==> src/hw/pct_defs.vh <==
// register map, field positions and reset values of the pad control block
// assumes a 32-bit ahb-lite slave port with word-aligned registers
`ifndef PCT_DEFS_VH
`define PCT_DEFS_VH

// ****************************************************************
// register byte addresses
// ****************************************************************
`define PCT_ADDR_W        8
`define PCT_OFS_CONTROL   8'h64
`define PCT_OFS_STATUS    8'h68
`define PCT_OFS_MASK      8'h6c
`define PCT_OFS_PADSTATE  8'h70

// ****************************************************************
// control register fields
// ****************************************************************
`define PCT_B_FWD         25
`define PCT_B_TRIG_HI     23
`define PCT_B_TRIG_LO     21
`define PCT_B_IRQEN       20
`define PCT_B_DRV_HI      14
`define PCT_B_DRV_LO      12
`define PCT_B_PU_STRONG   11
`define PCT_B_PD_WEAK     9
`define PCT_B_PU_MED      8
`define PCT_B_IE          7
`define PCT_B_OE          6
`define PCT_B_HYST        5
`define PCT_B_ANALOG      4
`define PCT_B_FSEL_HI     3
`define PCT_B_FSEL_LO     0
`define PCT_CTRL_WMASK    32'h02f07bff
`define PCT_CTRL_RESET    32'h00001001

// ****************************************************************
// trigger codes and function select
// ****************************************************************
`define PCT_TRIG_RISE     3'h0
`define PCT_TRIG_FALL     3'h1
`define PCT_TRIG_BOTH     3'h2
`define PCT_TRIG_HIGH     3'h3
`define PCT_TRIG_LOW      3'h4
`define PCT_FSEL_MAX      4'h8
`define PCT_FSEL_GPIO     4'h1
`define PCT_NFUNC         9

// ****************************************************************
// interrupt status bits
// ****************************************************************
`define PCT_ST_W          2
`define PCT_ST_TRIG       0
`define PCT_ST_BADCFG     1
`define PCT_ST_RESET      2'h0
`define PCT_MASK_RESET    2'h0

`endif

==> src/hw/pct_top.v <==
// pad control block for one general-purpose pad
// assumes one ahb-lite master, CLK at 125 MHz, synchronous active-high RST
// sibling pads and the pad data registers live elsewhere
//
// The AHB-Lite slave port was chosen for this implementation.
`timescale 1ns/1ps
`include "pct_defs.vh"
module pct_top (
    input  wire                    CLK,
    input  wire                    RST,
    // ahb-lite slave
    input  wire                    HSEL,
    input  wire [31:0]             HADDR,
    input  wire [1:0]              HTRANS,
    input  wire                    HWRITE,
    input  wire [2:0]              HSIZE,
    input  wire [31:0]             HWDATA,
    input  wire                    HREADY,
    output wire                    HREADYOUT,
    output wire                    HRESP,
    output reg  [31:0]             HRDATA,
    // pad
    input  wire                    PAD_IN,
    output reg                     PAD_OUT,
    output reg                     PAD_OUT_EN_N,
    output wire                    PAD_IN_EN,
    output wire [2:0]              PAD_DRIVE,
    output wire                    PAD_PU_STRONG,
    output wire                    PAD_PD_WEAK,
    output wire                    PAD_PU_MEDIUM,
    output wire                    PAD_HYST,
    output wire                    PAD_ANALOG,
    // digital functions
    input  wire [`PCT_NFUNC-1:0]   FUNC_OUT,
    input  wire [`PCT_NFUNC-1:0]   FUNC_OUT_EN,
    output reg  [`PCT_NFUNC-1:0]   FUNC_IN,
    // interrupts
    output wire                    INTERRUPT_CONTROLLER_REQ,
    output wire                    IRQ
);

    // ****************************************************************
    // decoding helpers
    // ****************************************************************
    function fsel_valid;
        input [3:0] code;
        begin
            fsel_valid = (code <= `PCT_FSEL_MAX);
        end
    endfunction

    function trig_valid;
        input [2:0] code;
        begin
            trig_valid = (code <= `PCT_TRIG_LOW);
        end
    endfunction

    // one-hot register select, zero for an unmapped offset
    function [3:0] reg_decode;
        input [`PCT_ADDR_W-1:0] ofs;
        begin
            case (ofs)
                `PCT_OFS_CONTROL:  reg_decode = 4'h1;
                `PCT_OFS_STATUS:   reg_decode = 4'h2;
                `PCT_OFS_MASK:     reg_decode = 4'h4;
                `PCT_OFS_PADSTATE: reg_decode = 4'h8;
                default:           reg_decode = 4'h0;
            endcase
        end
    endfunction

    // ****************************************************************
    // state
    // ****************************************************************
    reg  [31:0]            ctrl_r;
    reg  [31:0]            ctrl_nxt;
    reg                    pending_r;
    reg                    pending_nxt;
    reg  [`PCT_ST_W-1:0]   status_r;
    reg  [`PCT_ST_W-1:0]   status_nxt;
    reg  [`PCT_ST_W-1:0]   mask_r;
    reg                    dp_wr_r;
    reg                    dp_rd_r;
    reg  [`PCT_ADDR_W-1:0] dp_addr_r;
    reg                    dp_hit_r;
    reg  [31:0]            rd_nxt;

    wire                   pad_sync;
    wire                   trig_event;
    wire                   addr_phase;
    wire                   addr_mapped;
    wire [3:0]             fsel;
    wire [2:0]             trig_mode;
    wire                   irq_en;
    wire                   fwd_en;
    wire                   analog;
    wire                   in_en;
    wire                   out_en;
    wire                   wr_ctrl;
    wire                   wr_status;
    wire                   wr_mask;
    wire                   bad_cfg_event;
    wire [31:0]            ctrl_wdata;
    wire [3:0]             ap_sel;
    wire [3:0]             dp_sel;

    // ****************************************************************
    // control field views
    // ****************************************************************
    assign fsel      = ctrl_r[`PCT_B_FSEL_HI:`PCT_B_FSEL_LO];
    assign trig_mode = ctrl_r[`PCT_B_TRIG_HI:`PCT_B_TRIG_LO];
    assign irq_en    = ctrl_r[`PCT_B_IRQEN];
    assign fwd_en    = ctrl_r[`PCT_B_FWD];
    assign analog    = ctrl_r[`PCT_B_ANALOG];
    assign in_en     = ctrl_r[`PCT_B_IE];
    assign out_en    = ctrl_r[`PCT_B_OE];

    // ****************************************************************
    // ahb-lite slave: zero wait states, always OKAY
    // ****************************************************************
    assign HREADYOUT = 1'b1;
    assign HRESP     = 1'b0;

    assign addr_phase  = HSEL & HREADY & HTRANS[1];
    assign ap_sel      = reg_decode(HADDR[`PCT_ADDR_W-1:0]);
    // sub-word accesses are dropped like unmapped ones: each register is
    // one whole word and a partial write would tear a field
    assign addr_mapped = (HADDR[31:`PCT_ADDR_W] == 24'h000000) & (|ap_sel) & (HSIZE == 3'h2);

    // data phase copy of the address phase; a write lands when its data arrives
    always @(posedge CLK) begin
        if (RST) begin
            dp_wr_r   <= 1'b0;
            dp_rd_r   <= 1'b0;
            dp_addr_r <= {`PCT_ADDR_W{1'b0}};
            dp_hit_r  <= 1'b0;
        end else if (HREADY) begin
            dp_wr_r   <= addr_phase & HWRITE;
            dp_rd_r   <= addr_phase & ~HWRITE;
            dp_addr_r <= HADDR[`PCT_ADDR_W-1:0];
            dp_hit_r  <= addr_phase & addr_mapped;
        end
    end

    // unmapped writes are dropped, unmapped reads return zero
    assign dp_sel    = reg_decode(dp_addr_r);
    assign wr_ctrl   = dp_wr_r & dp_hit_r & dp_sel[0];
    assign wr_status = dp_wr_r & dp_hit_r & dp_sel[1];
    assign wr_mask   = dp_wr_r & dp_hit_r & dp_sel[2];

    // read mux settles in the address phase; the flop below holds it for
    // exactly the data phase so a late reader sees zero, not stale data
    always @* begin
        rd_nxt = 32'h00000000;
        case (ap_sel)
            4'h1:    rd_nxt = ctrl_r;
            4'h2:    rd_nxt = {30'h0, status_r};
            4'h4:    rd_nxt = {30'h0, mask_r};
            4'h8:    rd_nxt = {29'h0, INTERRUPT_CONTROLLER_REQ, pending_r, pad_sync};
            default: rd_nxt = 32'h00000000;
        endcase
    end

    // read data sampled at the address phase, stands during the data phase
    always @(posedge CLK) begin
        if (RST) begin
            HRDATA <= 32'h00000000;
        end else if (addr_phase & ~HWRITE & addr_mapped) begin
            HRDATA <= rd_nxt;
        end else if (HREADY) begin
            HRDATA <= 32'h00000000;
        end
    end

    // ****************************************************************
    // control register
    // ****************************************************************
    // reserved bits never take a write and read as zero
    assign ctrl_wdata = (HWDATA & `PCT_CTRL_WMASK) | (ctrl_r & ~`PCT_CTRL_WMASK);

    always @* begin
        ctrl_nxt = ctrl_r;
        if (wr_ctrl) begin
            ctrl_nxt = ctrl_wdata;
        end
    end

    always @(posedge CLK) begin
        if (RST) begin
            ctrl_r <= `PCT_CTRL_RESET;
        end else begin
            ctrl_r <= ctrl_nxt;
        end
    end

    // software asking for a reserved function or trigger code is flagged
    assign bad_cfg_event = wr_ctrl &
        (~fsel_valid(ctrl_wdata[`PCT_B_FSEL_HI:`PCT_B_FSEL_LO]) |
         ~trig_valid(ctrl_wdata[`PCT_B_TRIG_HI:`PCT_B_TRIG_LO]));

    // ****************************************************************
    // pad settings
    // ****************************************************************
    // plain register bits; the pad cell decodes the strength steps
    assign PAD_DRIVE     = ctrl_r[`PCT_B_DRV_HI:`PCT_B_DRV_LO];
    assign PAD_PU_STRONG = ctrl_r[`PCT_B_PU_STRONG];
    assign PAD_PD_WEAK   = ctrl_r[`PCT_B_PD_WEAK];
    assign PAD_PU_MEDIUM = ctrl_r[`PCT_B_PU_MED];
    assign PAD_HYST      = ctrl_r[`PCT_B_HYST];
    assign PAD_ANALOG    = analog;
    // receiver stays off in analogue mode to keep the converter input clean
    assign PAD_IN_EN     = in_en & ~analog;

    // ****************************************************************
    // input path
    // ****************************************************************
    // nothing but the synchroniser samples the raw pin
    pct_sync u_sync (
        .CLK (CLK),
        .RST (RST),
        .d   (PAD_IN),
        .q   (pad_sync)
    );

    // each function sees the pad only while it owns it
    genvar gi;
    generate
        for (gi = 0; gi < `PCT_NFUNC; gi = gi + 1) begin : g_func_in
            always @(posedge CLK) begin
                if (RST) begin
                    FUNC_IN[gi] <= 1'b0;
                end else begin
                    FUNC_IN[gi] <= PAD_IN_EN & (fsel == gi) & pad_sync;
                end
            end
        end
    endgenerate

    // ****************************************************************
    // output path
    // ****************************************************************
    // reserved codes and analogue mode leave the driver off
    // registered so the pad sees one clean change per control write
    always @(posedge CLK) begin
        if (RST) begin
            PAD_OUT      <= 1'b0;
            PAD_OUT_EN_N <= 1'b1;
        end else if (~analog & out_en & fsel_valid(fsel)) begin
            PAD_OUT      <= FUNC_OUT[fsel];
            PAD_OUT_EN_N <= ~FUNC_OUT_EN[fsel];
        end else begin
            PAD_OUT      <= 1'b0;
            PAD_OUT_EN_N <= 1'b1;
        end
    end

    // ****************************************************************
    // trigger detection
    // ****************************************************************
    // detection runs only with the receiver on, else a gated low
    // would look like a permanent low-level trigger
    pct_trig u_trig (
        .CLK     (CLK),
        .RST     (RST),
        .arm     (PAD_IN_EN & irq_en),
        .level   (pad_sync),
        .mode    (trig_mode),
        .event_o (trig_event)
    );

    // ****************************************************************
    // pending flag and forwarded request
    // ****************************************************************
    // the pending flag clears by writing one to status bit 0; a level
    // trigger sets it again every cycle while the level holds
    always @* begin
        pending_nxt = pending_r;
        if (wr_status & HWDATA[`PCT_ST_TRIG]) begin
            pending_nxt = 1'b0;
        end
        if (~irq_en) begin
            pending_nxt = 1'b0;
        end else if (trig_event) begin
            pending_nxt = 1'b1;
        end
    end

    always @(posedge CLK) begin
        if (RST) begin
            pending_r <= 1'b0;
        end else begin
            pending_r <= pending_nxt;
        end
    end

    // a level, so the controller needs no edge capture; it drops as soon
    // as software clears pending or takes away the forward bit
    assign INTERRUPT_CONTROLLER_REQ = pending_r & irq_en & fwd_en;

    // ****************************************************************
    // local interrupt status and mask
    // ****************************************************************
    // status bit 1 flags a reserved code write so a bad setup is visible
    // set wins over a write-one clear in the same cycle
    always @* begin
        status_nxt = status_r;
        if (wr_status) begin
            status_nxt = status_r & ~HWDATA[`PCT_ST_W-1:0];
        end
        if (irq_en & trig_event) begin
            status_nxt[`PCT_ST_TRIG] = 1'b1;
        end
        if (bad_cfg_event) begin
            status_nxt[`PCT_ST_BADCFG] = 1'b1;
        end
    end

    always @(posedge CLK) begin
        if (RST) begin
            status_r <= `PCT_ST_RESET;
            mask_r   <= `PCT_MASK_RESET;
        end else begin
            status_r <= status_nxt;
            if (wr_mask) begin
                mask_r <= HWDATA[`PCT_ST_W-1:0];
            end
        end
    end

    assign IRQ = |(status_r & mask_r);

endmodule

==> src/hw/pct_sync.v <==
// two-stage synchroniser for the pad input
// assumes the pad level is asynchronous to CLK
`timescale 1ns/1ps
module pct_sync (
    input  wire CLK,
    input  wire RST,
    input  wire d,
    output wire q
);
    reg meta_r;
    reg sync_r;

    // first stage feeds only the second stage
    always @(posedge CLK) begin
        if (RST) begin
            meta_r <= 1'b0;
            sync_r <= 1'b0;
        end else begin
            meta_r <= d;
            sync_r <= meta_r;
        end
    end

    assign q = sync_r;
endmodule

==> src/hw/pct_trig.v <==
// edge and level trigger detector on an already synchronised level
// assumes level and mode are in the CLK domain
`timescale 1ns/1ps
`include "pct_defs.vh"
module pct_trig (
    input  wire       CLK,
    input  wire       RST,
    input  wire       arm,
    input  wire       level,
    input  wire [2:0] mode,
    output reg        event_o
);
    reg prev_r;

    // prev follows the level armed or not, so arming never fakes an edge
    always @(posedge CLK) begin
        if (RST) begin
            prev_r <= 1'b0;
        end else begin
            prev_r <= level;
        end
    end

    always @* begin
        event_o = 1'b0;
        if (arm) begin
            case (mode)
                `PCT_TRIG_RISE: event_o = level & ~prev_r;
                `PCT_TRIG_FALL: event_o = ~level & prev_r & 1'b1;
                `PCT_TRIG_BOTH: event_o = level ^ prev_r;
                `PCT_TRIG_HIGH: event_o = level;
                `PCT_TRIG_LOW:  event_o = ~level;
                default:        event_o = 1'b0;
            endcase
        end
    end
endmodule

==> config.mk <==
export PLATFORM = sky130hd
export DESIGN_NAME = pct_top
export DESIGN_NICKNAME = d
export VERILOG_FILES = /design/src/hw/pct_top.v /design/src/hw/pct_sync.v /design/src/hw/pct_trig.v
export VERILOG_INCLUDE_DIRS = /design/src /design/src/hw
export SDC_FILE = /design/constraint.sdc
export NUM_CORES = 1
export LEC_CHECK = 0
export BUFFER_PORTS_ARGS = -buffer_cell sky130_fd_sc_hd__buf_2
export CORE_MARGIN = 2
export CORE_UTILIZATION = 45
export DETAILED_ROUTE_END_ITERATION = 8
export PLACE_DENSITY = 0.79
export SKIP_CTS_REPAIR_TIMING = 1
export SLEW_MARGIN = 25
export SYNTH_ARGS = -nofsm -noshare
export SYNTH_HDL_FRONTEND = slang
export SYNTH_HIERARCHICAL = 1
export SYNTH_SLANG_ARGS = --single-unit
==> constraint.sdc <==
create_clock -name CLK -period 4.34 [get_ports CLK]
set_clock_uncertainty 0.15 [all_clocks]
set_input_delay 0.868 -clock CLK [delete_from_list [all_inputs] [get_ports CLK]]
set_output_delay 0.868 -clock CLK [all_outputs]
set_load 0.03 [all_outputs]
==> flow_results.org <==
** Final layout
- Most frequent standard cell in the layout excluding fill and tap cells :: sky130_fd_sc_hd__buf_2
- Antenna Diode Count :: 0
- Net count of the finished layout :: 511
- Design Area, Final :: 0.003807 mm^2
- The post-route netlist has 39.29% of its cells at a drive strength greater than 1.
- In the layout the commonest cells are 132 x sky130_fd_sc_hd__buf_2, 68 x sky130_fd_sc_hd__dfxtp_1, 42 x sky130_fd_sc_hd__nor2_1.
- Synthesis-to-layout area growth :: 26.79%
- Leaving out filler cells and counting taps, the final layout contains 497.

** Status
- Result of the run :: completed

** Clock network
- TritonCTS Buffers :: 9
- Library cell used as clock root buffer :: sky130_fd_sc_hd__clkbuf_8
- Largest buffer count on any clock path :: 2
- Clock input transition at the sequential cells of the worst setup and hold paths :: 0.07 ns
- Clock latency of the later-clocked register in the worst-skew pair :: 0.34 ns
- Sink count of the clock tree :: 68
- TritonCTS built the clock tree.
- Count of H-tree levels built during CTS :: 3

** Drt
- Total wire length :: 7135 um
- DRT iter0 DRCs :: 148
- Drc violations :: 0
- Number of vias per cell after detailed routing :: 5.316
- The pre-antenna-repair detailed-routing pass consisted of 4 iterations.
- Number of vias in the routed layout :: 2642
- The detail route stage leaves a number of antenna-violating nets equal to 0.
- DR WL/cell :: 14.36 um

** STA
- Final Cycle Share :: 62.58%
- Fin. max-slew vios :: 0
- Setup violations remaining at the end of the flow were counted as 0.
- Final total negative setup slack :: 0 ns
- Timing would allow up to 368.2 MHz.
- Measured against its own limit, the worst slew margin works out to 36.10%.
- Final Hold Fails :: 0
- At the pin with the least slew margin, the transition time is 0.9513 ns.
- Setup repair after global routing left no endpoint under its margin.
- Crit path time final :: 2.716 ns

** Setup path
- STA classifies the critical path endpoint as a flip-flop.
- In this run the worst setup path begins at HADDR[18].
- Required time of the critical path :: 4.47 ns
- The kind of cell with the highest combined delay along the critical path is simple AND/OR/NAND/NOR gates.
- For this design, the slowest cell found on the critical path is sky130_fd_sc_hd__nor4_4.
- The number of buffers and inverters on the critical path is 1.
- The critical path is of the primary input to flip-flop type.
- Data arrival time of the critical path :: 2.84 ns
- Crit path launch type :: primary input
- Worst-path maximum fanout :: 16
- Delay of the slowest cell on the worst path :: 0.87 ns
- Cells along the critical path :: buf_2 -> or4_4 -> nand4bb_4 -> nor4_4 -> a22o_1
- Source of the worst register-to-register timing path :: u_sync/q$_SDFF_PP0_

** Yosys
- Nets in the synthesized netlist :: 396
- After synthesis, the largest area contributor takes up 45.33% of total cell area.
- Async set-reset flop share out of synthesis :: 0%
- By area the synthesized netlist is led by sky130_fd_sc_hd__dfxtp_1 45%, sky130_fd_sc_hd__mux2i_1 10%, sky130_fd_sc_hd__nor2_1 5.2%.
- Number of synthesized flops with an enable pin :: 0
- After synthesis, flip-flops and latches occupy 45.33% of the total area.
- The largest total area in the synthesized netlist belongs to sky130_fd_sc_hd__dfxtp_1.
- Syn Std Cell Area :: 0.003003 mm^2
- Mean area per synthesized cell :: 9.976 um^2
- Synthesis produced a netlist whose cell count is 301.
- Count of distinct cell types in the synthesized netlist :: 52
- In the synthesized netlist the dominant register cell turns out to be sky130_fd_sc_hd__dfxtp_1.
- Yosys printed 6 warnings.
- After synthesis the netlist holds a flip-flop and latch count of 68.

** Floorplanning
- Die Ht :: 85.69 um
- Total number of placement rows :: 29
- Area of the die :: 0.007343 mm^2
- I/O pins :: 149
- Measured along the x axis, the die boundary spans 85.69 um.
- Area of the core region :: 0.006386 mm^2
- Initial core utilization :: 47.02%

** Placed design
- Number of placed cells counting well taps :: 482
- After detailed placement, the total cell area comes to 0.003593 mm^2.
- Detailed placement finished with a half-perimeter wire length of 5331 um.
- GP Congestion :: 0.7382
- Port buffering added 132 buffers.

** Worst hold path
- The tightest min-delay check is of the flip-flop to flip-flop type.
- Worst Min Path Start :: u_sync/meta_r$_SDFF_PP0_

** Pwr
- Post-route total power :: 0.001277 W
- Peak supply drop :: 0.2466 mV
- Total power per unit cell area :: 335.3 mW/mm^2
- Static Leakage :: 1.891 nW

** GRT
- In the global route stage, overall resource usage came out at 19.76%.
- Entering global routing, the biggest net connects 40 pins.
- Number of antenna violations at the first check in global routing :: 0
- Via count of the first global-routing pass :: 2535
- Gr ovfl total :: 0
- The first global-routing pass estimated 11480 um of wire.

** Run
- Max-cap violations :: 0
cells in the mapped netlist, types with 3 or more instances:
| cell | count |
|---|---|
| sky130_fd_sc_hd__nor2_1 | 42 |
| sky130_fd_sc_hd__mux2i_1 | 30 |
| sky130_fd_sc_hd__nor3_1 | 8 |
| sky130_fd_sc_hd__nor2b_1 | 6 |
| sky130_fd_sc_hd__nand2_1 | 5 |
| sky130_fd_sc_hd__nor4bb_1 | 4 |
| sky130_fd_sc_hd__buf_4 | 17 |
| sky130_fd_sc_hd__nor4_1 | 12 |
| sky130_fd_sc_hd__a211o_1 | 4 |
| sky130_fd_sc_hd__dfxtp_1 | 68 |
| sky130_fd_sc_hd__inv_1 | 6 |
| sky130_fd_sc_hd__nand2b_1 | 5 |
| sky130_fd_sc_hd__clkbuf_1 | 10 |
| sky130_fd_sc_hd__a21o_1 | 3 |
| sky130_fd_sc_hd__nand4_1 | 5 |
| sky130_fd_sc_hd__o21ai_0 | 4 |
| sky130_fd_sc_hd__and4bb_2 | 3 |
| sky130_fd_sc_hd__mux4_2 | 3 |
| sky130_fd_sc_hd__a21oi_1 | 5 |
| sky130_fd_sc_hd__a22o_1 | 17 |
| sky130_fd_sc_hd__mux2_2 | 3 |
path summary, 6_finish.rpt:
kind | to | slack, ns | depth (start not counted)
worst max-delay path | HRDATA[22]$_SDFFE_PP0P_ | 1.62 | 5
worst max register to register | pending_r$_SDFFE_PP0P_ | 2.35 | 7
worst min register to register | u_sync/q$_SDFF_PP0_ | 0.29 | 1
worst min-delay path | u_sync/q$_SDFF_PP0_ | 0.29 | 1
metal layers:
layer / vias up / share of wire (%) / GRT usage [%]
met4: 0 / 1.5 / 8.802
li1: 1309 / - / -
met2: 99 / 48 / 34.30
met3: 10 / 7.7 / 4.331
met1: 1224 / 43 / 23.37
met5: - / 0 / 0
power breakdown:
part           switching [W]  internal [W]  total [W]  leakage [nW]
Sequential        0.00000374      0.000629   0.000633         0.550
Combinational      0.0000422     0.0000438  0.0000860          1.24
Clock               0.000237      0.000321   0.000558         0.105
Total               0.000283      0.000994    0.00128          1.89
worst reg2reg max path, stage by stage, from the launching register on:
cell and delay [ns]:
sky130_fd_sc_hd__dfxtp_1 0.45, sky130_fd_sc_hd__inv_2 0.08, sky130_fd_sc_hd__ha_1 0.28, sky130_fd_sc_hd__nor2b_1 0.13, sky130_fd_sc_hd__a2111oi_1 0.39, sky130_fd_sc_hd__o31a_1 0.22
sky130_fd_sc_hd__a21oi_1 0.05, sky130_fd_sc_hd__nor3b_1 0.17
flip-flops by register name, summed over array words and instances (netlist names), 2 cells and up:
name       flops
FUNC_IN        9
status_r       2
mask_r         2
ctrl_r        19
HRDATA        20
dp_addr_r      8
layout make-up:
class | instances | area (um^2)
timing repair buffer | 135 | 683.2
clock inverter | 6 | 90.09
sequential | 68 | 1361
tap | 77 | 96.34
fill | 555 | 2579
inverter | 8 | 31.28
multi-input combinational | 194 | 1421
clock buffer | 9 | 123.9
cell families after synthesis:
| family | after synthesis | share of synthesized area (%) |
|---|---|---|
| simple gates | 111 | 21.96 |
| flops | 68 | 45.33 |
| compound gates | 42 | 10.62 |
| buf+inv | 39 | 7.333 |
| mux | 36 | 13.37 |
| fa+ha+maj | 2 | 0.8332 |
| other cells | 2 | 0.2501 |
| xor+xnor | 1 | 0.2917 |
through the flow:
step	setup WS (ns)	util (%)	hold WS, ns
after CTS	1.634	59.62	0.2980
after global routing	1.596	59.62	0.3023
after detailed placement	1.279	56.27	0.2878
after global placement	1.328	56.27	0.2764
after floorplan	1.825	-	0.2638
final	1.624	59.62	0.2879
Power figures use the tool's default switching activity.
